File: src/hw/vic_pkg.sv
// constants shared by the vectored interrupt controller files
package vic_pkg;
   localparam int NUM_EXT = 4;
   localparam int MAX_SRC = 16;
   localparam int PRIO_W = 3;
   localparam int SRC_W = 4;
   localparam int ADDR_W = 8;
   localparam int DATA_W = 32;
   localparam int OWN_W = 5;
   localparam int STS_W = 2;

   localparam logic [ADDR_W-1:0] OFS_OWN    = 8'h00;
   localparam logic [ADDR_W-1:0] OFS_ENABLE = 8'h04;
   localparam logic [ADDR_W-1:0] OFS_EDGE   = 8'h08;
   localparam logic [ADDR_W-1:0] OFS_POL    = 8'h0C;
   localparam logic [ADDR_W-1:0] OFS_PRIO0  = 8'h10;
   localparam logic [ADDR_W-1:0] OFS_PRIO1  = 8'h14;
   localparam logic [ADDR_W-1:0] OFS_PEND   = 8'h18;
   localparam logic [ADDR_W-1:0] OFS_VECTOR = 8'h1C;
   localparam logic [ADDR_W-1:0] OFS_STATUS = 8'h20;
   localparam logic [ADDR_W-1:0] OFS_MASK   = 8'h24;

   localparam logic [OWN_W-1:0]   RST_OWN    = 5'h00;
   localparam logic [MAX_SRC-1:0] RST_ENABLE = 16'h0000;
   localparam logic [MAX_SRC-1:0] RST_EDGE   = 16'h0000;
   localparam logic [MAX_SRC-1:0] RST_POL    = 16'hFFFF;
   localparam logic [MAX_SRC*PRIO_W-1:0] RST_PRIO = 48'h0;
   localparam logic [STS_W-1:0]   RST_STS    = 2'h0;

   localparam int OWN_FAST_BIT  = 4;
   localparam int VEC_VALID_BIT = 31;
   localparam int VEC_PRIO_LSB  = 8;
   localparam int STS_STD_BIT   = 0;
   localparam int STS_FAST_BIT  = 1;
   localparam int PRIO_PER_WORD = 8;
endpackage

File: src/hw/vic_src_detect.sv
// per-source level or edge detector with sticky edge latch
`timescale 1ns/1ps
`default_nettype none
module vic_src_detect (
   input  wire logic clock,
   input  wire logic sys_rst,
   input  wire logic clk_en,
   input  wire logic level_in,
   input  wire logic src_en,
   input  wire logic edge_mode,
   input  wire logic active_high,
   input  wire logic clear,
   output logic      pending
);
   logic in_q;
   logic latch_q;
   logic hit;
   logic was_hit;
   logic edge_seen;

   assign hit       = (level_in == active_high);
   assign was_hit   = (in_q == active_high);
   assign edge_seen = src_en && edge_mode && hit && !was_hit;

   always_ff @(posedge clock or posedge sys_rst) begin
      if (sys_rst) begin
         in_q <= 1'b0;
      end else if (clk_en) begin
         in_q <= level_in;
      end
   end

   // a new edge beats a clear in the same cycle
   always_ff @(posedge clock or posedge sys_rst) begin
      if (sys_rst) begin
         latch_q <= 1'b0;
      end else if (clk_en) begin
         if (edge_seen) begin
            latch_q <= 1'b1;
         end else if (clear || !src_en || !edge_mode) begin
            latch_q <= 1'b0;
         end
      end
   end

   assign pending = src_en && (edge_mode ? latch_q : was_hit);
endmodule
`default_nettype wire

File: src/hw/vic_top.sv
// vectored priority interrupt controller top with register port
// Function
// - eight-level priority picks highest pending source
// - each source masked on its own
// - fast output driven only by fast pin
// - standard output on any enabled pending source
// - internal sources level or edge selectable
// - external standard pins rising, falling, high, low; fast pin high level only
// - pins owned by general io after reset
`timescale 1ns/1ps
`default_nettype none
module vic_top #(
   parameter int NUM_INT = 12
) (
   input  wire logic                        clock,
   input  wire logic                        sys_rst,
   input  wire logic                        clk_en,
   input  wire logic [NUM_INT-1:0]          int_src,
   input  wire logic [vic_pkg::NUM_EXT-1:0] ext_std_request,
   input  wire logic                        ext_fast_request,
   input  wire logic [vic_pkg::ADDR_W-1:0]  reg_addr,
   input  wire logic [vic_pkg::DATA_W-1:0]  reg_wdata,
   input  wire logic                        reg_wr,
   input  wire logic                        reg_rd,
   output logic      [vic_pkg::DATA_W-1:0]  reg_rdata,
   input  wire logic                        vec_req,
   output logic      [vic_pkg::SRC_W-1:0]   vec_src,
   output logic      [vic_pkg::PRIO_W-1:0]  vec_prio,
   output logic                             vec_valid,
   output logic                             core_fast_irq_n,
   output logic                             core_std_irq_n,
   output logic      [vic_pkg::OWN_W-1:0]   general_io_controller_owns,
   output logic                             ctrl_irq
);
   import vic_pkg::*;

   localparam int NSRC = NUM_INT + NUM_EXT;
   localparam int PW = MAX_SRC * PRIO_W;
   localparam int BW = 1 + PRIO_W + SRC_W;

   logic [OWN_W-1:0]   own_q;
   logic [MAX_SRC-1:0] enable_q;
   logic [MAX_SRC-1:0] edge_q;
   logic [MAX_SRC-1:0] pol_q;
   logic [PW-1:0]      prio_q;
   logic [STS_W-1:0]   sts_q;
   logic [STS_W-1:0]   sts_set;
   logic [STS_W-1:0]   mask_q;
   logic [NUM_EXT:0]   pin_s1_q;
   logic [NUM_EXT:0]   pin_s2_q;
   logic [MAX_SRC-1:0] src_level;
   logic [MAX_SRC-1:0] src_on;
   logic [MAX_SRC-1:0] pend;
   logic [MAX_SRC-1:0] active;
   logic [MAX_SRC-1:0] clr_src;
   logic [BW-1:0]      best;
   logic               fast_q;
   logic               std_q;
   logic               irq_q;
   logic               wr_en;
   logic               vec_take;
   logic               rd_vec;
   logic [DATA_W-1:0]  rd_d;

   // highest priority wins, strict compare keeps the lowest number on ties
   function automatic logic [BW-1:0] pick_best(input logic [MAX_SRC-1:0] act,
                                               input logic [PW-1:0] prio);
      logic              found;
      logic [PRIO_W-1:0] bp;
      logic [SRC_W-1:0]  bi;
      found = 1'b0;
      bp = '0;
      bi = '0;
      for (int i = 0; i < MAX_SRC; i++) begin
         if (act[i] && (!found || prio[i*PRIO_W +: PRIO_W] > bp)) begin
            found = 1'b1;
            bp = prio[i*PRIO_W +: PRIO_W];
            bi = SRC_W'(i);
         end
      end
      return {found, bp, bi};
   endfunction

   assign wr_en = clk_en && reg_wr;
   assign rd_vec = reg_rd && (reg_addr == OFS_VECTOR);
   assign vec_take = clk_en && (vec_req || rd_vec);

   // external pins come from outside the clock domain
   always_ff @(posedge clock or posedge sys_rst) begin
      if (sys_rst) begin
         pin_s1_q <= '0;
         pin_s2_q <= '0;
      end else if (clk_en) begin
         pin_s1_q <= {ext_fast_request, ext_std_request};
         pin_s2_q <= pin_s1_q;
      end
   end

   always_comb begin
      src_level = '0;
      src_on = '0;
      src_level[NUM_INT-1:0] = int_src;
      src_on[NUM_INT-1:0] = '1;
      for (int e = 0; e < NUM_EXT; e++) begin
         src_level[NUM_INT+e] = pin_s2_q[e];
         src_on[NUM_INT+e] = own_q[e];
      end
   end

   // vectoring the edge source acknowledges it
   always_comb begin
      clr_src = '0;
      if (wr_en && reg_addr == OFS_PEND) begin
         clr_src = reg_wdata[MAX_SRC-1:0];
      end
      if (vec_take && best[BW-1]) begin
         clr_src[best[SRC_W-1:0]] = 1'b1;
      end
   end

   for (genvar g = 0; g < MAX_SRC; g++) begin : g_src
      if (g < NSRC) begin : g_used
         vic_src_detect u_det (
            .clock       (clock),
            .sys_rst     (sys_rst),
            .clk_en      (clk_en),
            .level_in    (src_level[g]),
            .src_en      (src_on[g]),
            .edge_mode   (edge_q[g]),
            .active_high (g < NUM_INT ? 1'b1 : pol_q[g]),
            .clear       (clr_src[g]),
            .pending     (pend[g])
         );
      end else begin : g_none
         assign pend[g] = 1'b0;
      end
   end

   assign active = pend & enable_q;
   assign best = pick_best(active, prio_q);

   always_ff @(posedge clock or posedge sys_rst) begin
      if (sys_rst) begin
         own_q <= RST_OWN;
      end else if (wr_en && reg_addr == OFS_OWN) begin
         own_q <= reg_wdata[OWN_W-1:0];
      end
   end

   always_ff @(posedge clock or posedge sys_rst) begin
      if (sys_rst) begin
         enable_q <= RST_ENABLE;
         edge_q <= RST_EDGE;
         pol_q <= RST_POL;
         mask_q <= RST_STS;
      end else if (wr_en) begin
         if (reg_addr == OFS_ENABLE) begin
            enable_q <= reg_wdata[MAX_SRC-1:0];
         end
         if (reg_addr == OFS_EDGE) begin
            edge_q <= reg_wdata[MAX_SRC-1:0];
         end
         if (reg_addr == OFS_POL) begin
            pol_q <= reg_wdata[MAX_SRC-1:0];
         end
         if (reg_addr == OFS_MASK) begin
            mask_q <= reg_wdata[STS_W-1:0];
         end
      end
   end

   always_ff @(posedge clock or posedge sys_rst) begin
      if (sys_rst) begin
         prio_q <= RST_PRIO;
      end else if (wr_en) begin
         if (reg_addr == OFS_PRIO0) begin
            prio_q[0 +: PRIO_PER_WORD*PRIO_W] <= reg_wdata[PRIO_PER_WORD*PRIO_W-1:0];
         end
         if (reg_addr == OFS_PRIO1) begin
            prio_q[PRIO_PER_WORD*PRIO_W +: PRIO_PER_WORD*PRIO_W] <=
               reg_wdata[PRIO_PER_WORD*PRIO_W-1:0];
         end
      end
   end

   // core request lines, active low
   always_ff @(posedge clock or posedge sys_rst) begin
      if (sys_rst) begin
         fast_q <= 1'b0;
         std_q <= 1'b0;
      end else if (clk_en) begin
         fast_q <= pin_s2_q[NUM_EXT] && own_q[OWN_FAST_BIT];
         std_q <= |active;
      end
   end

   assign core_fast_irq_n = !fast_q;
   assign core_std_irq_n = !std_q;
   assign general_io_controller_owns = ~own_q;

   always_ff @(posedge clock or posedge sys_rst) begin
      if (sys_rst) begin
         vec_src <= '0;
         vec_prio <= '0;
         vec_valid <= 1'b0;
      end else if (vec_take) begin
         vec_src <= best[SRC_W-1:0];
         vec_prio <= best[SRC_W +: PRIO_W];
         vec_valid <= best[BW-1];
      end
   end

   // sticky events: a new event beats a write-one clear
   assign sts_set[STS_STD_BIT] = clk_en && (|active) && !std_q;
   assign sts_set[STS_FAST_BIT] = clk_en && pin_s2_q[NUM_EXT] && own_q[OWN_FAST_BIT] && !fast_q;

   always_ff @(posedge clock or posedge sys_rst) begin
      if (sys_rst) begin
         sts_q <= RST_STS;
      end else if (clk_en) begin
         if (wr_en && reg_addr == OFS_STATUS) begin
            sts_q <= (sts_q & ~reg_wdata[STS_W-1:0]) | sts_set;
         end else begin
            sts_q <= sts_q | sts_set;
         end
      end
   end

   always_ff @(posedge clock or posedge sys_rst) begin
      if (sys_rst) begin
         irq_q <= 1'b0;
      end else if (clk_en) begin
         irq_q <= |(sts_q & mask_q);
      end
   end

   assign ctrl_irq = irq_q;

   always_comb begin
      rd_d = '0;
      case (reg_addr)
         OFS_OWN:    rd_d[OWN_W-1:0] = own_q;
         OFS_ENABLE: rd_d[MAX_SRC-1:0] = enable_q;
         OFS_EDGE:   rd_d[MAX_SRC-1:0] = edge_q;
         OFS_POL:    rd_d[MAX_SRC-1:0] = pol_q;
         OFS_PRIO0:  rd_d[PRIO_PER_WORD*PRIO_W-1:0] = prio_q[0 +: PRIO_PER_WORD*PRIO_W];
         OFS_PRIO1:  rd_d[PRIO_PER_WORD*PRIO_W-1:0] =
                        prio_q[PRIO_PER_WORD*PRIO_W +: PRIO_PER_WORD*PRIO_W];
         OFS_PEND:   rd_d[MAX_SRC-1:0] = pend;
         OFS_VECTOR: begin
            rd_d[VEC_VALID_BIT] = best[BW-1];
            rd_d[VEC_PRIO_LSB +: PRIO_W] = best[SRC_W +: PRIO_W];
            rd_d[SRC_W-1:0] = best[SRC_W-1:0];
         end
         OFS_STATUS: rd_d[STS_W-1:0] = sts_q;
         OFS_MASK:   rd_d[STS_W-1:0] = mask_q;
         default:    rd_d = '0;
      endcase
   end

   always_ff @(posedge clock or posedge sys_rst) begin
      if (sys_rst) begin
         reg_rdata <= '0;
      end else if (clk_en) begin
         reg_rdata <= reg_rd ? rd_d : '0;
      end
   end

   // helper: any active source above the chosen priority, or at the same priority with a lower number
   logic prio_violation;
   always_comb begin
      prio_violation = 1'b0;
      for (int i = 0; i < MAX_SRC; i++) begin
         if (active[i] && prio_q[i*PRIO_W +: PRIO_W] > best[SRC_W +: PRIO_W]) begin
            prio_violation = 1'b1;
         end
         if (active[i] && prio_q[i*PRIO_W +: PRIO_W] == best[SRC_W +: PRIO_W]
             && SRC_W'(i) < best[SRC_W-1:0]) begin
            prio_violation = 1'b1;
         end
      end
   end
endmodule
`default_nettype wire

File: config.mk
export PLATFORM = sky130hd
export DESIGN_NAME = vic_top
export DESIGN_NICKNAME = d
export VERILOG_FILES = /design/src/hw/vic_pkg.sv /design/src/hw/vic_src_detect.sv /design/src/hw/vic_top.sv
export SDC_FILE = /design/constraint.sdc
export NUM_CORES = 1
export LEC_CHECK = 0
export BUFFER_PORTS_ARGS = -buffer_cell sky130_fd_sc_hd__buf_4
export CAP_MARGIN = 20
export CELL_PAD_IN_SITES_DETAIL_PLACEMENT = 0
export CELL_PAD_IN_SITES_GLOBAL_PLACEMENT = 1
export CORE_ASPECT_RATIO = 2
export CORE_UTILIZATION = 47
export CTS_CLUSTER_DIAMETER = 30
export DETAILED_ROUTE_END_ITERATION = 7
export PLACE_DENSITY_LB_ADDON = 0.1
export SLEW_MARGIN = 5
export SYNTH_ARGS = -nofsm -noshare
export SYNTH_HDL_FRONTEND = slang
export SYNTH_HIERARCHICAL = 1
export SYNTH_SLANG_ARGS = --single-unit
File: constraint.sdc
create_clock -name clock -period 31.8 [get_ports clock]
set_clock_uncertainty 0.1 [all_clocks]
set_input_delay 4.77 -clock clock [delete_from_list [all_inputs] [get_ports clock]]
set_output_delay 4.77 -clock clock [all_outputs]
set_load 0.005 [all_outputs]
# ---- After elaboration in Yosys (flattened, before gate mapping)
# Cells that the tools add are included.
# Widths: inputs -> output; s select.
dict set report word_totals {
  in_bits 63
  regBits 190
  wordCells 399
}
dict set report op_classes {
  n_eq_ne 17
  n_mux 109
  bitwise_logic 8
  reduce_logical 199
  magnitude_cmp 17
}
# op n
set op_table {}
lappend op_table {{$logic_and 1x1->1} 69}
lappend op_table {{$mux 1} 67}
lappend op_table {{$mux 4} 14}
lappend op_table {{$logic_not 1->1} 53}
lappend op_table {{$mux 3} 16}
lappend op_table {{$gt 3x3->1} 15}
lappend op_table {{$reduce_and 2->1} 22}
lappend op_table {{$logic_or 1x1->1} 36}
lappend op_table {{$eq 8x5->1 const B} 4}
lappend op_table {{$mux 16} 2}
lappend op_table {{$mux 32} 1}
lappend op_table {{$reduce_bool 2->1} 16}
lappend op_table {{$pmux 5 s6} 1}
lappend op_table {{$pmux 3 s7} 1}
lappend op_table {{$pmux 2 s10} 1}
lappend op_table {{$pmux 3 s6} 1}
lappend op_table {{$and 16x16->16} 1}
lappend op_table {{$eq 8x4->1 const B} 2}
lappend op_table {{$eq 8x6->1 const B} 2}
lappend op_table {{$or 16x16->16} 1}
lappend op_table {{$pmux 2 s8} 1}
lappend op_table {{$pmux 8 s2} 1}
lappend op_table {{$reduce_or 16->1} 1}
lappend op_table {{$eq 1x1->1} 8}
lappend op_table {{other kinds (12)} 14}

# ---- Longest topological paths before layout
# Gate-level depths: netlist of run 1.
dict set report logic_depth {
  ltp_word 75
  ltp_mapped 126
  mapped_depth_nobuf 124
}

# ---- Cells and area by module
# The synthesis of run 1 kept the hierarchy.
# module area_per_inst_um2 cells_each n_inst
set by_module_without_submodules {}
lappend by_module_without_submodules {vic_top 9057.4 899 1}
lappend by_module_without_submodules {vic_src_detect 128.9 15 16}

# ---- Worst setup path before layout of run 1
# OpenSTA, ideal clock, no wires.
dict set report synth_timing {
  kind {register to register}
  start {reg g_src[0].g_used.u_det.in_q}
  end {reg g_src[0].g_used.u_det.latch_q}
  arrival_ns 21.863
  synth_period_minus_slack_ns 22.084
  path_buffers 3
  stages_incl_launch_ff 118
  setup_slack_ns 9.716
  path_cell_list {dfrtp_1 xor2_1 o21ai_1 and2_1 nand2_1 nor2_1 ha_1 and3_1 a21oi_1 o21a_1 a21o_1 inv_1 ha_1 and3_1 a211oi_1 or2_1 clkbuf_1 a221oi_1 [82 not listed] ha_1 a21oi_1 nand2_1 a221oi_1 clkbuf_1 a211oi_2 a21oi_1 ha_1 a21o_1 a21oi_1 a31oi_1 o211ai_1 clkbuf_1 nand4_1 nor4_1 a22o_1 o21ai_0 o2bb2ai_1}
}
dict set report synth_between {
  elab_chain_len 72
}
# item line_no
set synth_rtl {}
lappend synth_rtl {{from (decl)} vic_src_detect.sv:15} ;# logic in_q;
lappend synth_rtl {{from (signal assigned)} vic_src_detect.sv:29} ;# in_q <= level_in;
lappend synth_rtl {{$mux 1 *} vic_src_detect.sv:46} ;# assign pending = src_en && (edge_mode ? latch_q : was_hit);
lappend synth_rtl {{via pend[0]} vic_top.sv:53} ;# logic [MAX_SRC-1:0] pend;
lappend synth_rtl {{$and 16x16->16 *} vic_top.sv:139} ;# assign active = pend & enable_q;
lappend synth_rtl {{$mux 3 or $mux 1 (tied branches)} vic_top.sv:75} ;# if (act[i] && (!found || prio[i*PRIO_W +: PRIO_W] > bp)) begin
lappend synth_rtl {{$gt 3x3->1 or $logic_not 1->1 (tied branches)} vic_top.sv:75}
lappend synth_rtl {{$logic_or 1x1->1} vic_top.sv:75}
lappend synth_rtl {{$logic_and 1x1->1} vic_top.sv:75}
lappend synth_rtl {{$mux 3 or $mux 1 (tied branches)} vic_top.sv:75}
lappend synth_rtl {{[58 not listed]} n/a}
lappend synth_rtl {{$mux 1 (not written as such)} vic_top.sv:117} ;# clr_src[best[SRC_W-1:0]] = 1'b1;
lappend synth_rtl {{$demux 1 s4} vic_top.sv:117}
lappend synth_rtl {{$or 16x16->16 (no source line)} n/a}
lappend synth_rtl {{$mux 16 *} vic_top.sv:116} ;# if (vec_take && best[BW-1]) begin
lappend synth_rtl {{via clr_src[0]} vic_top.sv:55} ;# logic [MAX_SRC-1:0] clr_src;
lappend synth_rtl {{$logic_or 1x1->1 *} vic_src_detect.sv:40} ;# end else if (clear || !src_en || !edge_mode) begin
lappend synth_rtl {{$reduce_bool 2->1 (no source line) *} n/a}
lappend synth_rtl {{$reduce_and 2->1 (no source line) *} n/a}
lappend synth_rtl {{to (signal assigned)} vic_src_detect.sv:36} ;# latch_q <= 1'b0;
lappend synth_rtl {{to (signal assigned)} vic_src_detect.sv:39} ;# latch_q <= 1'b1;
lappend synth_rtl {{to (signal assigned)} vic_src_detect.sv:41} ;# latch_q <= 1'b0;
lappend synth_rtl {{to (decl)} vic_src_detect.sv:16} ;# logic latch_q;
# Mark *: on every way through the listed nets, which the timed path passes. The rest lies on a longest branch.
# A chain may end at the register's enable or synchronous reset.

# ---- Worst setup path in the final report of run 1
# Same ends and word-level chain as after synthesis.

==> impl_results.html, run 1 <==
<table>
<tr><th>Metric</th><th>Value</th></tr>
<tr><th colspan="2">CTS</th></tr>
<tr><td>Count of clock tree sinks</td><td>183</td></tr>
<tr><td>Post-CTS Setup Inserts</td><td>0</td></tr>
<tr><td>Clock latency reported for the late side of the worst-skew pair</td><td>460 ps</td></tr>
<tr><td>Post-CTS clock slew at the launch and capture registers of the worst setup and hold paths</td><td>70 ps</td></tr>
<tr><td>Number of buffers between clock root and the deepest sink</td><td>2</td></tr>
<tr><td>Maximum level of the CTS H-tree</td><td>4</td></tr>
<tr><td>TritonCTS clock tree</td><td>done</td></tr>
<tr><td>Number of buffers created by CTS</td><td>17</td></tr>
<tr><td>Buffer cell driving the clock tree root</td><td>sky130_fd_sc_hd__clkbuf_16</td></tr>
<tr><td>CTS-repair resized insts</td><td>0</td></tr>
<tr><td>Number of hold buffers added after cts</td><td>0</td></tr>
<tr><th colspan="2">Worst setup path</th></tr>
<tr><td>Nature of the critical path startpoint</td><td>flop</td></tr>
<tr><td>Cell count of the worst reg-to-reg path</td><td>116</td></tr>
<tr><td>Worst reg2reg path startpoint</td><td>g_src[0].g_used.u_det/in_q$_DFFE_PP0P_</td></tr>
<tr><td>Critical path data arrival time</td><td>28,500 ps</td></tr>
<tr><td>Critical path's most frequent cell</td><td>sky130_fd_sc_hd__ha_1</td></tr>
<tr><td>Max stage delay cell, worst path</td><td>sky130_fd_sc_hd__nor4_1</td></tr>
<tr><td>RR Endpoint</td><td>g_src[0].g_used.u_det/latch_q$_DFFE_PP0P_</td></tr>
<tr><td>Internal reg-to-reg setup slack</td><td>3550 ps</td></tr>
<tr><td>Critical path capture point type</td><td>flop</td></tr>
<tr><td>Worst Path Required</td><td>32,050 ps</td></tr>
<tr><td>Critical path class</td><td>reg -&gt; reg</td></tr>
<tr><td>Highest net fanout along the worst path</td><td>12</td></tr>
<tr><td>Critical Path Max Stage Delay</td><td>920 ps</td></tr>
<tr><th colspan="2">Synthesis</th></tr>
<tr><td>Post-synthesis instance total</td><td>1,139</td></tr>
<tr><td>Adder-cell share of the synthesized area</td><td>4.14%</td></tr>
<tr><td>Count of cell types in the netlist</td><td>78</td></tr>
<tr><td>Most instantiated flip-flop cell in the synthesis netlist</td><td>sky130_fd_sc_hd__dfrtp_1</td></tr>
<tr><td>Simple-gate share of the synthesized area</td><td>14.5%</td></tr>
<tr><td>Count of state elements after synthesis</td><td>183</td></tr>
<tr><td>Async set-reset flop share out of synthesis</td><td>100%</td></tr>
<tr><td>Proportion of synthesized area in mux cells</td><td>14.1%</td></tr>
<tr><td>Synth Area in XOR/XNOR</td><td>1.26%</td></tr>
<tr><td>Compound-Gate Fraction of Synth Area</td><td>20.9%</td></tr>
<tr><td>Count of flip-flops with a built-in enable after synthesis</td><td>0</td></tr>
<tr><td>Yosys warns</td><td>6</td></tr>
<tr><td>Post-Syn Area</td><td>11,100 sq um</td></tr>
<tr><td>Mean instance size in the synthesized netlist</td><td>9.76 sq um</td></tr>
<tr><td>Proportion of synthesized chip area in sequential cells</td><td>41.4%</td></tr>
<tr><td>Combinational family with the most area after synthesis</td><td>compound AO/OA/AOI/OAI gates</td></tr>
<tr><th colspan="2">Min path</th></tr>
<tr><td>Path class of the lowest-slack min-delay path</td><td>reg -&gt; reg</td></tr>
<tr><td>Hold Path Origin</td><td>fast_q$_DFFE_PP0P_</td></tr>
<tr><td>End point of the most critical hold path</td><td>sts_q[1]$_DFFE_PP0P_</td></tr>
<tr><td>Count of cells along the worst hold path</td><td>1</td></tr>
<tr><th colspan="2">STA</th></tr>
<tr><td>Worst-case headroom to the max-slew limit</td><td>19.9%</td></tr>
<tr><td>Transition time of the tightest slew-check pin</td><td>1200 ps</td></tr>
<tr><td>Final-report hold violation count</td><td>0</td></tr>
<tr><td>Upper clock frequency limit</td><td>35.4 MHz</td></tr>
<tr><td>Final setup TNS</td><td>0 ps</td></tr>
<tr><td>Min Clock Period, post-route</td><td>28,250 ps</td></tr>
<tr><td>Count of final max-slew check failures</td><td>0</td></tr>
<tr><td>Final setup vio count</td><td>0</td></tr>
<tr><td>Unrepaired setup endpoints after global routing</td><td>false</td></tr>
<tr><td>Portion of the clock cycle consumed by the worst path in the final layout</td><td>88.8%</td></tr>
<tr><td>Final Worst Setup Slack</td><td>3550 ps</td></tr>
<tr><th colspan="2">Final layout</th></tr>
<tr><td>Final core utilization</td><td>56.3%</td></tr>
<tr><td>Diode count</td><td>0</td></tr>
<tr><td>Count of nets after finishing</td><td>1,403</td></tr>
<tr><td>Fraction of layout instances using a drive strength above 1</td><td>23.2%</td></tr>
<tr><td>Commonest cells after routing, fill and taps aside</td><td>167 x sky130_fd_sc_hd__dfrtp_1, 119 x sky130_fd_sc_hd__mux2_2, 113 x sky130_fd_sc_hd__nand2_1</td></tr>
<tr><td>Area growth from synthesis to layout</td><td>17.5%</td></tr>
<tr><td>Commonest non-fill, non-tap cell in the layout</td><td>sky130_fd_sc_hd__dfrtp_1</td></tr>
<tr><th colspan="2">Pwr</th></tr>
<tr><td>Peak supply drop</td><td>0.0000471 V</td></tr>
<tr><td>Leakage power</td><td>6.12 nW</td></tr>
<tr><td>Power per Cell Area</td><td>41.5 nW/um^2</td></tr>
<tr><td>Power consumption</td><td>543 uW</td></tr>
<tr><th colspan="2">Placement</th></tr>
<tr><td>Number of I/O port buffers</td><td>95</td></tr>
<tr><td>Pre-CTS setup slack</td><td>3810 ps</td></tr>
<tr><td>Global placement routability congestion</td><td>0.960</td></tr>
<tr><td>Placed wire-length estimate</td><td>26.9 mm</td></tr>
<tr><th colspan="2">Status</th></tr>
<tr><td>Status</td><td>completed</td></tr>
<tr><th colspan="2">Floorplanning</th></tr>
<tr><td>Number of top-level design ports</td><td>111</td></tr>
<tr><td>FP Rows</td><td>79</td></tr>
<tr><td>Die Y-Extent</td><td>220 microns</td></tr>
<tr><td>Die Outline Area</td><td>24,300 sq um</td></tr>
<tr><td>Core footprint</td><td>23,200 sq um</td></tr>
<tr><td>Initial Utilization</td><td>47.9%</td></tr>
<tr><td>Width of the die</td><td>111 microns</td></tr>
<tr><th colspan="2">GRT</th></tr>
<tr><td>Global routing usage summed across all routing layers</td><td>30.0%</td></tr>
<tr><td>Antenna violations before repair</td><td>0</td></tr>
<tr><td>Total congestion overflow after global routing</td><td>0</td></tr>
<tr><td>First-pass GRT wire length</td><td>54.3 mm</td></tr>
<tr><td>Vias in the first global route</td><td>9,563</td></tr>
<tr><td>Maximum number of pins on one net before global-route repair</td><td>58</td></tr>
<tr><th colspan="2">Route</th></tr>
<tr><td>First-pass iteration count of the detailed router</td><td>6</td></tr>
<tr><td>Detailed-route wire length</td><td>35.4 mm</td></tr>
<tr><td>Total number of vias</td><td>9,600</td></tr>
<tr><td>Violation count after the first detailed-routing iteration</td><td>666</td></tr>
<tr><td>Vias per Instance</td><td>6.00</td></tr>
<tr><td>Post-DR wirelength/cell</td><td>22.1 microns</td></tr>
<tr><td># DRC</td><td>0</td></tr>
<tr><td>Antenna-violating nets left</td><td>0</td></tr>
<tr><th colspan="2">Flow run</th></tr>
<tr><td>Max-capacitance violation count</td><td>0</td></tr>
</table>
==> power breakdown <==
part | internal [mW] | switching [mW] | total, mW
clock | 0.128 | 0.101 | 0.229
sequential | 0.242 | 0.00996 | 0.252
combinational | 0.0254 | 0.0357 | 0.0611
total | 0.396 | 0.147 | 0.543
==> final cells by class <==
type                       count  area, sq um
inverter                      57          219
timing repair buffer         112          841
clock buffer                  18          439
sequential                   183         4600
fill                        2177        10200
multi-input combinational    933         6420
tap                          283          354
clock inverter                14          194
==> registers in the layout, indices dropped and copies added, names as in the netlist <==
| register | flops |
|---|---|
| prio_q | 48 |
| reg_rdata | 25 |
| edge_q | 16 |
| enable_q | 16 |
| g_src.g_used.u_det/in_q | 16 |
| g_src.g_used.u_det/latch_q | 16 |
| pol_q | 16 |
| own_q | 5 |
| pin_s1_q | 5 |
| pin_s2_q | 5 |
| vec_src | 4 |
| vec_prio | 3 |
| mask_q | 2 |
| sts_q | 2 |
| ctrl_irq | 1 |
| fast_q | 1 |
| std_q | 1 |
| vec_valid | 1 |
==> cells by family (layout without fill, tap and decap cells) <==
family | count (synthesis) | in the layout
and+or+nand+nor | 331 | 331
AOI/OAI and AO/OA | 330 | 330
DFF | 183 | 183
muxes | 140 | 140
buffers and inverters | 100 | 201
adders and majority gates | 37 | 37
xor gates and xnor gates | 16 | 16
other | 2 | 79
==> worst max-delay path, delay by kind of cell (launching register included) <==
| kind | cells | cell delay (ps) |
|---|---|---|
| buffers and inverters | 6 | 610 |
| XOR/XNOR | 1 | 90 |
| adder cells (fa/ha/maj) | 16 | 4570 |
| AND/OR/NAND/NOR | 34 | 7020 |
| flip-flops | 1 | 400 |
| AO/OA/AOI/OAI | 57 | 14580 |
| multiplexers | 2 | 740 |
==> synth_stat cells, types with 13 or more instances <==
cell | count | area (sq um)
sky130_fd_sc_hd__inv_1 | 56 | 210
sky130_fd_sc_hd__a21o_1 | 16 | 120
sky130_fd_sc_hd__a21oi_1 | 66 | 330
sky130_fd_sc_hd__and3b_1 | 17 | 149
sky130_fd_sc_hd__dfrtp_1 | 167 | 4180
sky130_fd_sc_hd__nor2_1 | 75 | 282
sky130_fd_sc_hd__nand3_1 | 40 | 200
sky130_fd_sc_hd__a31oi_1 | 16 | 100
sky130_fd_sc_hd__and2_1 | 27 | 169
sky130_fd_sc_hd__clkbuf_1 | 32 | 120
sky130_fd_sc_hd__a222oi_1 | 21 | 210
sky130_fd_sc_hd__o21ai_1 | 19 | 95.1
sky130_fd_sc_hd__o31ai_1 | 13 | 97.6
sky130_fd_sc_hd__xor2_1 | 16 | 140
sky130_fd_sc_hd__o21ai_0 | 50 | 250
sky130_fd_sc_hd__a22oi_1 | 31 | 233
sky130_fd_sc_hd__mux2_1 | 16 | 180
sky130_fd_sc_hd__mux2_2 | 119 | 1340
sky130_fd_sc_hd__nand2_1 | 113 | 424
sky130_fd_sc_hd__dfstp_2 | 16 | 420
sky130_fd_sc_hd__o2bb2ai_1 | 27 | 236
sky130_fd_sc_hd__ha_1 | 36 | 450
==> how the worst max path moves through the flow <==
stage,slack [ps],cells after the start,startpoint,endpoint
final,3550,116,g_src[0].g_used.u_det/in_q$_DFFE_PP0P_,g_src[0].g_used.u_det/latch_q$_DFFE_PP0P_
after global routing,1670,117,g_src[0].g_used.u_det/in_q$_DFFE_PP0P_,g_src[1].g_used.u_det/latch_q$_DFFE_PP0P_
after CTS,3730,116,g_src[0].g_used.u_det/in_q$_DFFE_PP0P_,g_src[0].g_used.u_det/latch_q$_DFFE_PP0P_
after detailed placement,3810,116,g_src[0].g_used.u_det/in_q$_DFFE_PP0P_,g_src[0].g_used.u_det/latch_q$_DFFE_PP0P_
after global placement,4150,114,g_src[0].g_used.u_det/in_q$_DFFE_PP0P_,g_src[0].g_used.u_det/latch_q$_DFFE_PP0P_
after floorplan,9720,117,g_src[0].g_used.u_det/in_q$_DFFE_PP0P_,g_src[0].g_used.u_det/latch_q$_DFFE_PP0P_
==> per-stage QoR <==
stage	hold WS, ps	std cells	cell area (sq um)
after CTS	375	1600	13100
after detailed placement	359	1568	12400
after global placement	349	1568	12400
final	366	1600	13100
after global routing	389	1600	13100
after floorplan	330	1216	11400
==> layer usage <==
metal,GRT usage (%),share of wire [%],up-vias
met5,0,0,-
met4,22.6,7.7,0
li1,-,-,4480
met1,31.1,36,4685
met2,54.6,52,308
met3,3.99,3.6,127
No activity file was read; power rests on OpenSTA's default activity.
==> inputs of run 2 (changes only) <==
- CELL_PAD_IN_SITES_DETAIL_PLACEMENT: 0 -> 1
- SYNTH_HIERARCHICAL: 1 -> not set
==> run 2 against run 1 <==
Effect of this change: first-iteration DRC count is 10% lower; register-to-register slack improved by 1400 ps; via count is 2.3% lower; global-route usage increased by 3.8 points; clock power hardly changed; non-clock buffer count down 3; sequential share of layout area is 1.5 points higher; synthesized area is 2.0% lower; sequential power is essentially flat; count of clock-buffer cells in the layout increased by 1; hold slack better by 15 ps; critical path type unchanged; highest routed layer unchanged.
==> impl_results.html, run 2 <==
<table>
<tr><th>Metric</th><th>Value</th></tr>
<tr><th colspan="2">Synthesis</th></tr>
<tr><td>Proportion of synthesized chip area in sequential cells</td><td>42.2%</td></tr>
<tr><td>Synth top area share</td><td>38.4%</td></tr>
<tr><td>Count of flip-flops with a built-in enable after synthesis</td><td>0</td></tr>
<tr><td>Leading area contributor after synthesis</td><td>sky130_fd_sc_hd__dfrtp_1</td></tr>
<tr><td>Async set-reset flop share out of synthesis</td><td>100%</td></tr>
<tr><td>Cell types with the highest counts after synthesis</td><td>167 x sky130_fd_sc_hd__dfrtp_1, 144 x sky130_fd_sc_hd__mux2_2, 110 x sky130_fd_sc_hd__nand2_1</td></tr>
<tr><td>Leading post-synthesis cells by cell area</td><td>sky130_fd_sc_hd__dfrtp_1 38%, sky130_fd_sc_hd__mux2_2 15%, sky130_fd_sc_hd__ha_1 4.1%, sky130_fd_sc_hd__dfstp_2 3.9%, sky130_fd_sc_hd__nand2_1 3.8%</td></tr>
<tr><td>Count of state elements after synthesis</td><td>183</td></tr>
<tr><td>Mean instance size in the synthesized netlist</td><td>10.1 sq um</td></tr>
<tr><td>Count of cell types in the netlist</td><td>84</td></tr>
<tr><td>Post-synthesis instance total</td><td>1,081</td></tr>
<tr><td>Post-Syn Area</td><td>10,900 sq um</td></tr>
<tr><td>Most instantiated flip-flop cell in the synthesis netlist</td><td>sky130_fd_sc_hd__dfrtp_1</td></tr>
<tr><td>Most instantiated library cell after synthesis</td><td>sky130_fd_sc_hd__dfrtp_1</td></tr>
<tr><td>Yosys warns</td><td>0</td></tr>
<tr><th colspan="2">GRT</th></tr>
<tr><td>Vias in the first global route</td><td>10,100</td></tr>
<tr><td>First-pass GRT wire length</td><td>58.2 mm</td></tr>
<tr><td>Antenna violations before repair</td><td>1</td></tr>
<tr><td>Total congestion overflow after global routing</td><td>0</td></tr>
<tr><td>Global routing usage summed across all routing layers</td><td>33.8%</td></tr>
<tr><td>Maximum number of pins on one net before global-route repair</td><td>125</td></tr>
<tr><th colspan="2">Placement</th></tr>
<tr><td>Placed wire-length estimate</td><td>28.1 mm</td></tr>
<tr><td>Number of I/O port buffers</td><td>95</td></tr>
<tr><td>Post-DP Area</td><td>11,900 sq um</td></tr>
<tr><td>Pre-CTS setup slack</td><td>5380 ps</td></tr>
<tr><td>Global placement routability congestion</td><td>0.910</td></tr>
<tr><th colspan="2">STA</th></tr>
<tr><td>Final setup vio count</td><td>0</td></tr>
<tr><td>Unrepaired setup endpoints after global routing</td><td>false</td></tr>
<tr><td>Final Worst Setup Slack</td><td>4990 ps</td></tr>
<tr><td>Transition time of the tightest slew-check pin</td><td>1010 ps</td></tr>
<tr><td>Min Clock Period, post-route</td><td>26,810 ps</td></tr>
<tr><td>Final setup TNS</td><td>0 ps</td></tr>
<tr><td>Count of final max-slew check failures</td><td>0</td></tr>
<tr><td>Upper clock frequency limit</td><td>37.3 MHz</td></tr>
<tr><td>Final-report hold violation count</td><td>0</td></tr>
<tr><td>Portion of the clock cycle consumed by the worst path in the final layout</td><td>84.3%</td></tr>
<tr><td>Worst-case headroom to the max-slew limit</td><td>32.3%</td></tr>
<tr><th colspan="2">Floorplanning</th></tr>
<tr><td>Die Outline Area</td><td>23,800 sq um</td></tr>
<tr><td>Number of top-level design ports</td><td>111</td></tr>
<tr><td>Core footprint</td><td>22,700 sq um</td></tr>
<tr><td>FP Rows</td><td>78</td></tr>
<tr><td>Die Y-Extent</td><td>217 microns</td></tr>
<tr><td>Initial Utilization</td><td>47.9%</td></tr>
<tr><td>Width of the die</td><td>110 microns</td></tr>
<tr><th colspan="2">Min path</th></tr>
<tr><td>Hold Path Origin</td><td>g_src[14].g_used.u_det.latch_q$_DFFE_PP0P_</td></tr>
<tr><td>Path class of the lowest-slack min-delay path</td><td>reg -&gt; reg</td></tr>
<tr><td>End point of the most critical hold path</td><td>g_src[14].g_used.u_det.latch_q$_DFFE_PP0P_</td></tr>
<tr><td>Count of cells along the worst hold path</td><td>1</td></tr>
<tr><th colspan="2">CTS</th></tr>
<tr><td>Buffer cell driving the clock tree root</td><td>sky130_fd_sc_hd__clkbuf_16</td></tr>
<tr><td>Number of buffers created by CTS</td><td>17</td></tr>
<tr><td>Number of buffers between clock root and the deepest sink</td><td>2</td></tr>
<tr><td>Count of clock tree sinks</td><td>183</td></tr>
<tr><td>Maximum level of the CTS H-tree</td><td>4</td></tr>
<tr><td>CTS-repair resized insts</td><td>0</td></tr>
<tr><td>Post-CTS clock slew at the launch and capture registers of the worst setup and hold paths</td><td>70 ps</td></tr>
<tr><td>Number of hold buffers added after cts</td><td>0</td></tr>
<tr><td>Clock latency reported for the late side of the worst-skew pair</td><td>450 ps</td></tr>
<tr><td>Post-CTS Setup Inserts</td><td>0</td></tr>
<tr><td>TritonCTS clock tree</td><td>done</td></tr>
<tr><th colspan="2">Worst setup path</th></tr>
<tr><td>RR Endpoint</td><td>g_src[5].g_used.u_det.latch_q$_DFFE_PP0P_</td></tr>
<tr><td>Worst reg2reg path startpoint</td><td>edge_q[0]$_DFFE_PP0P_</td></tr>
<tr><td>Nature of the critical path startpoint</td><td>flop</td></tr>
<tr><td>Internal reg-to-reg setup slack</td><td>4990 ps</td></tr>
<tr><td>Critical Path Max Stage Delay</td><td>780 ps</td></tr>
<tr><td>Highest net fanout along the worst path</td><td>13</td></tr>
<tr><td>Critical path data arrival time</td><td>27,040 ps</td></tr>
<tr><td>Max stage delay cell, worst path</td><td>sky130_fd_sc_hd__o31ai_2</td></tr>
<tr><td>Worst Path Required</td><td>32,030 ps</td></tr>
<tr><td>Critical path's most frequent cell</td><td>sky130_fd_sc_hd__a21oi_1</td></tr>
<tr><td>Critical path capture point type</td><td>flop</td></tr>
<tr><td>Critical path class</td><td>reg -&gt; reg</td></tr>
<tr><td>Cell count of the worst reg-to-reg path</td><td>113</td></tr>
<tr><th colspan="2">Route</th></tr>
<tr><td>Antenna-violating nets left</td><td>0</td></tr>
<tr><td>Post-DR wirelength/cell</td><td>25.8 microns</td></tr>
<tr><td>Detailed-route wire length</td><td>37.7 mm</td></tr>
<tr><td># DRC</td><td>0</td></tr>
<tr><td>First-pass iteration count of the detailed router</td><td>6</td></tr>
<tr><td>Violation count after the first detailed-routing iteration</td><td>599</td></tr>
<tr><td>Total number of vias</td><td>9,379</td></tr>
<tr><td>Vias per Instance</td><td>6.41</td></tr>
<tr><th colspan="2">Final layout</th></tr>
<tr><td>Commonest cells after routing, fill and taps aside</td><td>167 x sky130_fd_sc_hd__dfrtp_1, 144 x sky130_fd_sc_hd__mux2_2, 110 x sky130_fd_sc_hd__nand2_1</td></tr>
<tr><td>Final non-filler cell area</td><td>12,500 sq um</td></tr>
<tr><td>Count of nets after finishing</td><td>1,269</td></tr>
<tr><td>Max FFs per register</td><td>48</td></tr>
<tr><td>Largest registers</td><td>prio_q x48, reg_rdata x25</td></tr>
<tr><td>Fraction of layout instances using a drive strength above 1</td><td>28.7%</td></tr>
<tr><td>Area growth from synthesis to layout</td><td>15.1%</td></tr>
<tr><td>Diode count</td><td>0</td></tr>
<tr><td>Largest Register</td><td>prio_q</td></tr>
<tr><td>Final core utilization</td><td>55.2%</td></tr>
<tr><td>Commonest non-fill, non-tap cell in the layout</td><td>sky130_fd_sc_hd__dfrtp_1</td></tr>
<tr><th colspan="2">Status</th></tr>
<tr><td>Status</td><td>completed</td></tr>
<tr><th colspan="2">Pwr</th></tr>
<tr><td>Power per Cell Area</td><td>44.3 nW/um^2</td></tr>
<tr><td>Leakage power</td><td>5.65 nW</td></tr>
<tr><td>Power consumption</td><td>556 uW</td></tr>
<tr><td>Peak supply drop</td><td>0.0000518 V</td></tr>
<tr><th colspan="2">Flow run</th></tr>
<tr><td>Max-capacitance violation count</td><td>0</td></tr>
</table>
[run 2: cell count changes in the layout (fill, tap and decap cells not counted), moves of 12 or more]
cell	change
sky130_fd_sc_hd__mux2_1	-16
sky130_fd_sc_hd__nor3_1	+13
sky130_fd_sc_hd__o21ai_1	-12
sky130_fd_sc_hd__xor2_1	-12
sky130_fd_sc_hd__mux2_2	+25
sky130_fd_sc_hd__nor2_1	-27
sky130_fd_sc_hd__conb_1	-72
sky130_fd_sc_hd__and2_1	-13
sky130_fd_sc_hd__and3b_1	-17
[run 2: layer usage]
layer,up-vias,part of all wire (%),wire length [microns],track usage [%]
li1,4203,-,-,-
met1,4747,36,13600,36.8
met2,309,51,19300,57.7
met3,120,4.0,1500,4.85
met4,0,8.5,3220,25.6
met5,-,0,0,0
[run 2: worst max-delay path by stage]
stage	end	slack, ps	depth (start not counted)	startpoint
after floorplan	g_src[8].g_used.u_det.latch_q$_DFFE_PP0P_	10220	115	edge_q[0]$_DFFE_PP0P_
after global placement	g_src[5].g_used.u_det.latch_q$_DFFE_PP0P_	5830	112	edge_q[0]$_DFFE_PP0P_
after detailed placement	g_src[5].g_used.u_det.latch_q$_DFFE_PP0P_	5380	113	edge_q[0]$_DFFE_PP0P_
after CTS	g_src[5].g_used.u_det.latch_q$_DFFE_PP0P_	5090	113	edge_q[0]$_DFFE_PP0P_
after global routing	g_src[5].g_used.u_det.latch_q$_DFFE_PP0P_	3100	113	edge_q[0]$_DFFE_PP0P_
final	g_src[5].g_used.u_det.latch_q$_DFFE_PP0P_	4990	113	edge_q[0]$_DFFE_PP0P_
[run 2: worst max-delay path: cells and delay by family, from the launching register on]
family,cells,cell delay [ps]
fa+ha+maj,15,4290
buf+inv,4,480
compound gates,56,13090
mux,4,1230
flops,1,470
simple gates,34,6990
[run 2: cells by family after synthesis]
logic type / Yosys count / share of synthesized area [%]
and+or+nand+nor: 301 / 13.5
other: 1 / 0.0344
buffers and inverters: 103 / 3.89
DFF: 183 / 42.2
xor gates and xnor gates: 4 / 0.322
muxes: 150 / 15.5
AOI/OAI and AO/OA: 303 / 20.4
adders and majority gates: 36 / 4.13
[run 2: final cells by class]
type / count / area, sq um
Clock inverter: 13 / 193
Timing Repair Buffer: 109 / 818
Inverter: 58 / 225
Fill cell: 2556 / 10200
Sequential cell: 183 / 4600
Multi-Input combinational cell: 801 / 5910
Tap cell: 280 / 350
Clock buffer: 19 / 443
[run 2: per-stage QoR]
step	instances	hold slack, ps
floorplan	1087	350
global placement	1431	359
detailed placement	1431	370
CTS	1463	387
global route	1463	401
finish	1463	380
[run 2: where the power goes]
group | total, mW | switching [mW] | internal, mW | leakage, nW
clock network | 0.232 | 0.0969 | 0.135 | 0.310
logic | 0.0688 | 0.0402 | 0.0286 | 2.93
registers | 0.255 | 0.0117 | 0.244 | 2.41
total | 0.556 | 0.149 | 0.407 | 5.65
==> inputs of run 3 (changes only) <==
- clock period: 31.8 -> 26.3 ns (I/O delays scaled with it)
==> run 3 against run 2 <==
Effect of this change: sequential share of layout area down 0.24 points; combinational power increased by 23%; highest routed layer unchanged; die area stayed put.
==> impl_results.html, run 3 (synthesized netlist as in run 2, its figures left out) <==
<table>
<tr><th>Metric</th><th>Value</th></tr>
<tr><th colspan="2">CTS</th></tr>
<tr><td>Clock latency reported for the late side of the worst-skew pair</td><td>460 ps</td></tr>
<tr><td>Post-CTS clock slew at the launch and capture registers of the worst setup and hold paths</td><td>70 ps</td></tr>
<tr><td>Number of buffers between clock root and the deepest sink</td><td>2</td></tr>
<tr><td>Number of hold buffers added after cts</td><td>0</td></tr>
<tr><td>Count of clock tree sinks</td><td>183</td></tr>
<tr><td>Buffer cell driving the clock tree root</td><td>sky130_fd_sc_hd__clkbuf_16</td></tr>
<tr><td>Number of buffers created by CTS</td><td>17</td></tr>
<tr><td>TritonCTS clock tree</td><td>done</td></tr>
<tr><td>Maximum level of the CTS H-tree</td><td>4</td></tr>
<tr><th colspan="2">Worst setup path</th></tr>
<tr><td>Highest net fanout along the worst path</td><td>13</td></tr>
<tr><td>Critical path capture point type</td><td>flop</td></tr>
<tr><td>Worst reg2reg path startpoint</td><td>edge_q[0]$_DFFE_PP0P_</td></tr>
<tr><td>Critical path data arrival time</td><td>24,920 ps</td></tr>
<tr><td>Worst Path Required</td><td>26,530 ps</td></tr>
<tr><td>Critical Path Max Stage Delay</td><td>460 ps</td></tr>
<tr><td>Internal reg-to-reg setup slack</td><td>1610 ps</td></tr>
<tr><td>Max stage delay cell, worst path</td><td>sky130_fd_sc_hd__o41ai_4</td></tr>
<tr><td>Cell count of the worst reg-to-reg path</td><td>117</td></tr>
<tr><td>Critical path class</td><td>reg -&gt; reg</td></tr>
<tr><td>RR Endpoint</td><td>g_src[5].g_used.u_det.latch_q$_DFFE_PP0P_</td></tr>
<tr><td>Nature of the critical path startpoint</td><td>flop</td></tr>
<tr><th colspan="2">Floorplanning</th></tr>
<tr><td>FP Rows</td><td>78</td></tr>
<tr><td>Initial Utilization</td><td>47.9%</td></tr>
<tr><td>Die Y-Extent</td><td>217 microns</td></tr>
<tr><td>Die Outline Area</td><td>23,800 sq um</td></tr>
<tr><td>Width of the die</td><td>110 microns</td></tr>
<tr><td>Core footprint</td><td>22,700 sq um</td></tr>
<tr><td>Number of top-level design ports</td><td>111</td></tr>
<tr><th colspan="2">Route</th></tr>
<tr><td>Post-DR wirelength/cell</td><td>25.8 microns</td></tr>
<tr><td>Antenna-violating nets left</td><td>0</td></tr>
<tr><td>Detailed-route wire length</td><td>38.0 mm</td></tr>
<tr><td>Violation count after the first detailed-routing iteration</td><td>667</td></tr>
<tr><td>Total number of vias</td><td>9,525</td></tr>
<tr><td>First-pass iteration count of the detailed router</td><td>6</td></tr>
<tr><td>Vias per Instance</td><td>6.47</td></tr>
<tr><td># DRC</td><td>0</td></tr>
<tr><th colspan="2">STA</th></tr>
<tr><td>Portion of the clock cycle consumed by the worst path in the final layout</td><td>93.9%</td></tr>
<tr><td>Unrepaired setup endpoints after global routing</td><td>false</td></tr>
<tr><td>Final setup vio count</td><td>0</td></tr>
<tr><td>Count of final max-slew check failures</td><td>0</td></tr>
<tr><td>Final-report hold violation count</td><td>0</td></tr>
<tr><td>Final setup TNS</td><td>0 ps</td></tr>
<tr><td>Min Clock Period, post-route</td><td>24,690 ps</td></tr>
<tr><td>Worst-case headroom to the max-slew limit</td><td>26.8%</td></tr>
<tr><td>Upper clock frequency limit</td><td>40.5 MHz</td></tr>
<tr><td>Transition time of the tightest slew-check pin</td><td>1090 ps</td></tr>
<tr><th colspan="2">Min path</th></tr>
<tr><td>Path class of the lowest-slack min-delay path</td><td>reg -&gt; reg</td></tr>
<tr><td>End point of the most critical hold path</td><td>reg_rdata[13]$_DFFE_PP0P_</td></tr>
<tr><td>Hold Path Origin</td><td>reg_rdata[13]$_DFFE_PP0P_</td></tr>
<tr><td>Count of cells along the worst hold path</td><td>1</td></tr>
<tr><th colspan="2">Final layout</th></tr>
<tr><td>Fraction of layout instances using a drive strength above 1</td><td>29.7%</td></tr>
<tr><td>Area growth from synthesis to layout</td><td>15.9%</td></tr>
<tr><td>Commonest cells after routing, fill and taps aside</td><td>167 x sky130_fd_sc_hd__dfrtp_1, 144 x sky130_fd_sc_hd__mux2_2, 118 x sky130_fd_sc_hd__buf_4</td></tr>
<tr><td>Total area of sequential cells</td><td>4600 sq um</td></tr>
<tr><td>Final core utilization</td><td>55.5%</td></tr>
<tr><td>Count of nets after finishing</td><td>1,278</td></tr>
<tr><td>Largest registers</td><td>prio_q x48, reg_rdata x25</td></tr>
<tr><td>Largest Register</td><td>prio_q</td></tr>
<tr><td>Multi-input combinational cell area</td><td>5980 sq um</td></tr>
<tr><td>Max FFs per register</td><td>48</td></tr>
<tr><td>Non-filler instance count after layout</td><td>1,472</td></tr>
<tr><td>Diode count</td><td>0</td></tr>
<tr><td>Number of fill cells in the layout</td><td>2,550</td></tr>
<tr><td>Commonest non-fill, non-tap cell in the layout</td><td>sky130_fd_sc_hd__dfrtp_1</td></tr>
<tr><th colspan="2">GRT</th></tr>
<tr><td>First-pass GRT wire length</td><td>58.1 mm</td></tr>
<tr><td>Global routing usage summed across all routing layers</td><td>33.7%</td></tr>
<tr><td>Maximum number of pins on one net before global-route repair</td><td>125</td></tr>
<tr><td>Vias in the first global route</td><td>10,100</td></tr>
<tr><td>Antenna violations before repair</td><td>0</td></tr>
<tr><td>Total congestion overflow after global routing</td><td>0</td></tr>
<tr><th colspan="2">Placement</th></tr>
<tr><td>Global placement routability congestion</td><td>0.917</td></tr>
<tr><td>Number of I/O port buffers</td><td>95</td></tr>
<tr><td>Placed cell count</td><td>1,435</td></tr>
<tr><td>Placed wire-length estimate</td><td>28.1 mm</td></tr>
<tr><th colspan="2">Pwr</th></tr>
<tr><td>Leakage power</td><td>5.67 nW</td></tr>
<tr><td>Power per Cell Area</td><td>51.4 nW/um^2</td></tr>
<tr><td>Peak supply drop</td><td>0.0000452 V</td></tr>
<tr><th colspan="2">Status</th></tr>
<tr><td>Status</td><td>completed</td></tr>
<tr><th colspan="2">Flow run</th></tr>
<tr><td>Max-capacitance violation count</td><td>0</td></tr>
</table>
==> run 3: cell types whose count changed in the layout (fill, tap and decap cells not counted), sizes merged <==
| cell | previous run | this run |
|---|---|---|
| buf | 109 | 118 |
| bufinv | 4 | 1 |
| clkbuf | 19 | 23 |
| clkinvlp | 1 | 2 |
| inv | 62 | 60 |
==> run 3: metal layers <==
metal  GRT usage [%]  routed length (microns)  vias up
li1                -                        -     4235
met3            5.03                     1460      117
met2            56.4                    19200      302
met4            27.2                     3350        0
met1            36.9                    14000     4871
met5               0                        0        -
==> run 3: worst max-delay path: cells and delay by family (launching register included) <==
| kind | cells | cell delay (ps) |
|---|---|---|
| multiplexers | 4 | 1060 |
| buffers and inverters | 8 | 1190 |
| AND/OR/NAND/NOR | 35 | 6390 |
| adder cells (fa/ha/maj) | 15 | 4230 |
| AO/OA/AOI/OAI | 55 | 11130 |
| flip-flops | 1 | 450 |
==> run 3: worst max path at each step <==
stage | from | endpoint | slack, ps | cells past startpoint
3_5_place_dp | edge_q[0]$_DFFE_PP0P_ | g_src[5].g_used.u_det.latch_q$_DFFE_PP0P_ | 600 | 115
3_3_place_gp | edge_q[0]$_DFFE_PP0P_ | g_src[5].g_used.u_det.latch_q$_DFFE_PP0P_ | 1100 | 114
5_1_grt | edge_q[0]$_DFFE_PP0P_ | g_src[5].g_used.u_det.latch_q$_DFFE_PP0P_ | 120 | 119
2_1_floorplan | edge_q[0]$_DFFE_PP0P_ | g_src[8].g_used.u_det.latch_q$_DFFE_PP0P_ | 4720 | 115
4_1_cts | edge_q[0]$_DFFE_PP0P_ | g_src[5].g_used.u_det.latch_q$_DFFE_PP0P_ | 470 | 115
6_report | edge_q[0]$_DFFE_PP0P_ | g_src[5].g_used.u_det.latch_q$_DFFE_PP0P_ | 1610 | 117
==> run 3: cell type report <==
| type | instances | area share [%] |
|---|---|---|
| multi-input cells | 801 | 47.4 |
| well taps | 280 | 2.78 |
| clock buffers | 23 | 3.87 |
| repair buffers | 118 | 7.02 |
| flip-flops and latches | 183 | 36.4 |
| inverters | 58 | 1.78 |
| clock inverters | 9 | 0.714 |
==> run 3: timing repair <==
action,4_1_cts,5_1_grt
endpoints found under the setup margin,0,30
resized for setup,0,16
setup buffers,0,5
==> run 3: report_power, final <==
| part | leakage (nW) | internal, mW | switching [mW] |
|---|---|---|---|
| Clock | 0.280 | 0.141 | 0.115 |
| Combinational | 2.98 | 0.0351 | 0.0494 |
| Sequential | 2.41 | 0.294 | 0.0142 |
==> run 3: through the flow <==
step | setup slack [ps] | cell area, sq um | hold slack, ps | total power, mW
final | 1610 | 12600 | 385 | 0.649
after global routing | 125 | 12600 | 396 | 0.672
after global placement | 1100 | 11900 | 358 | 0.393
after CTS | 466 | 12500 | 390 | 0.653
after detailed placement | 601 | 11900 | 374 | 0.396
after floorplan | 4720 | 10900 | 350 | 0.361
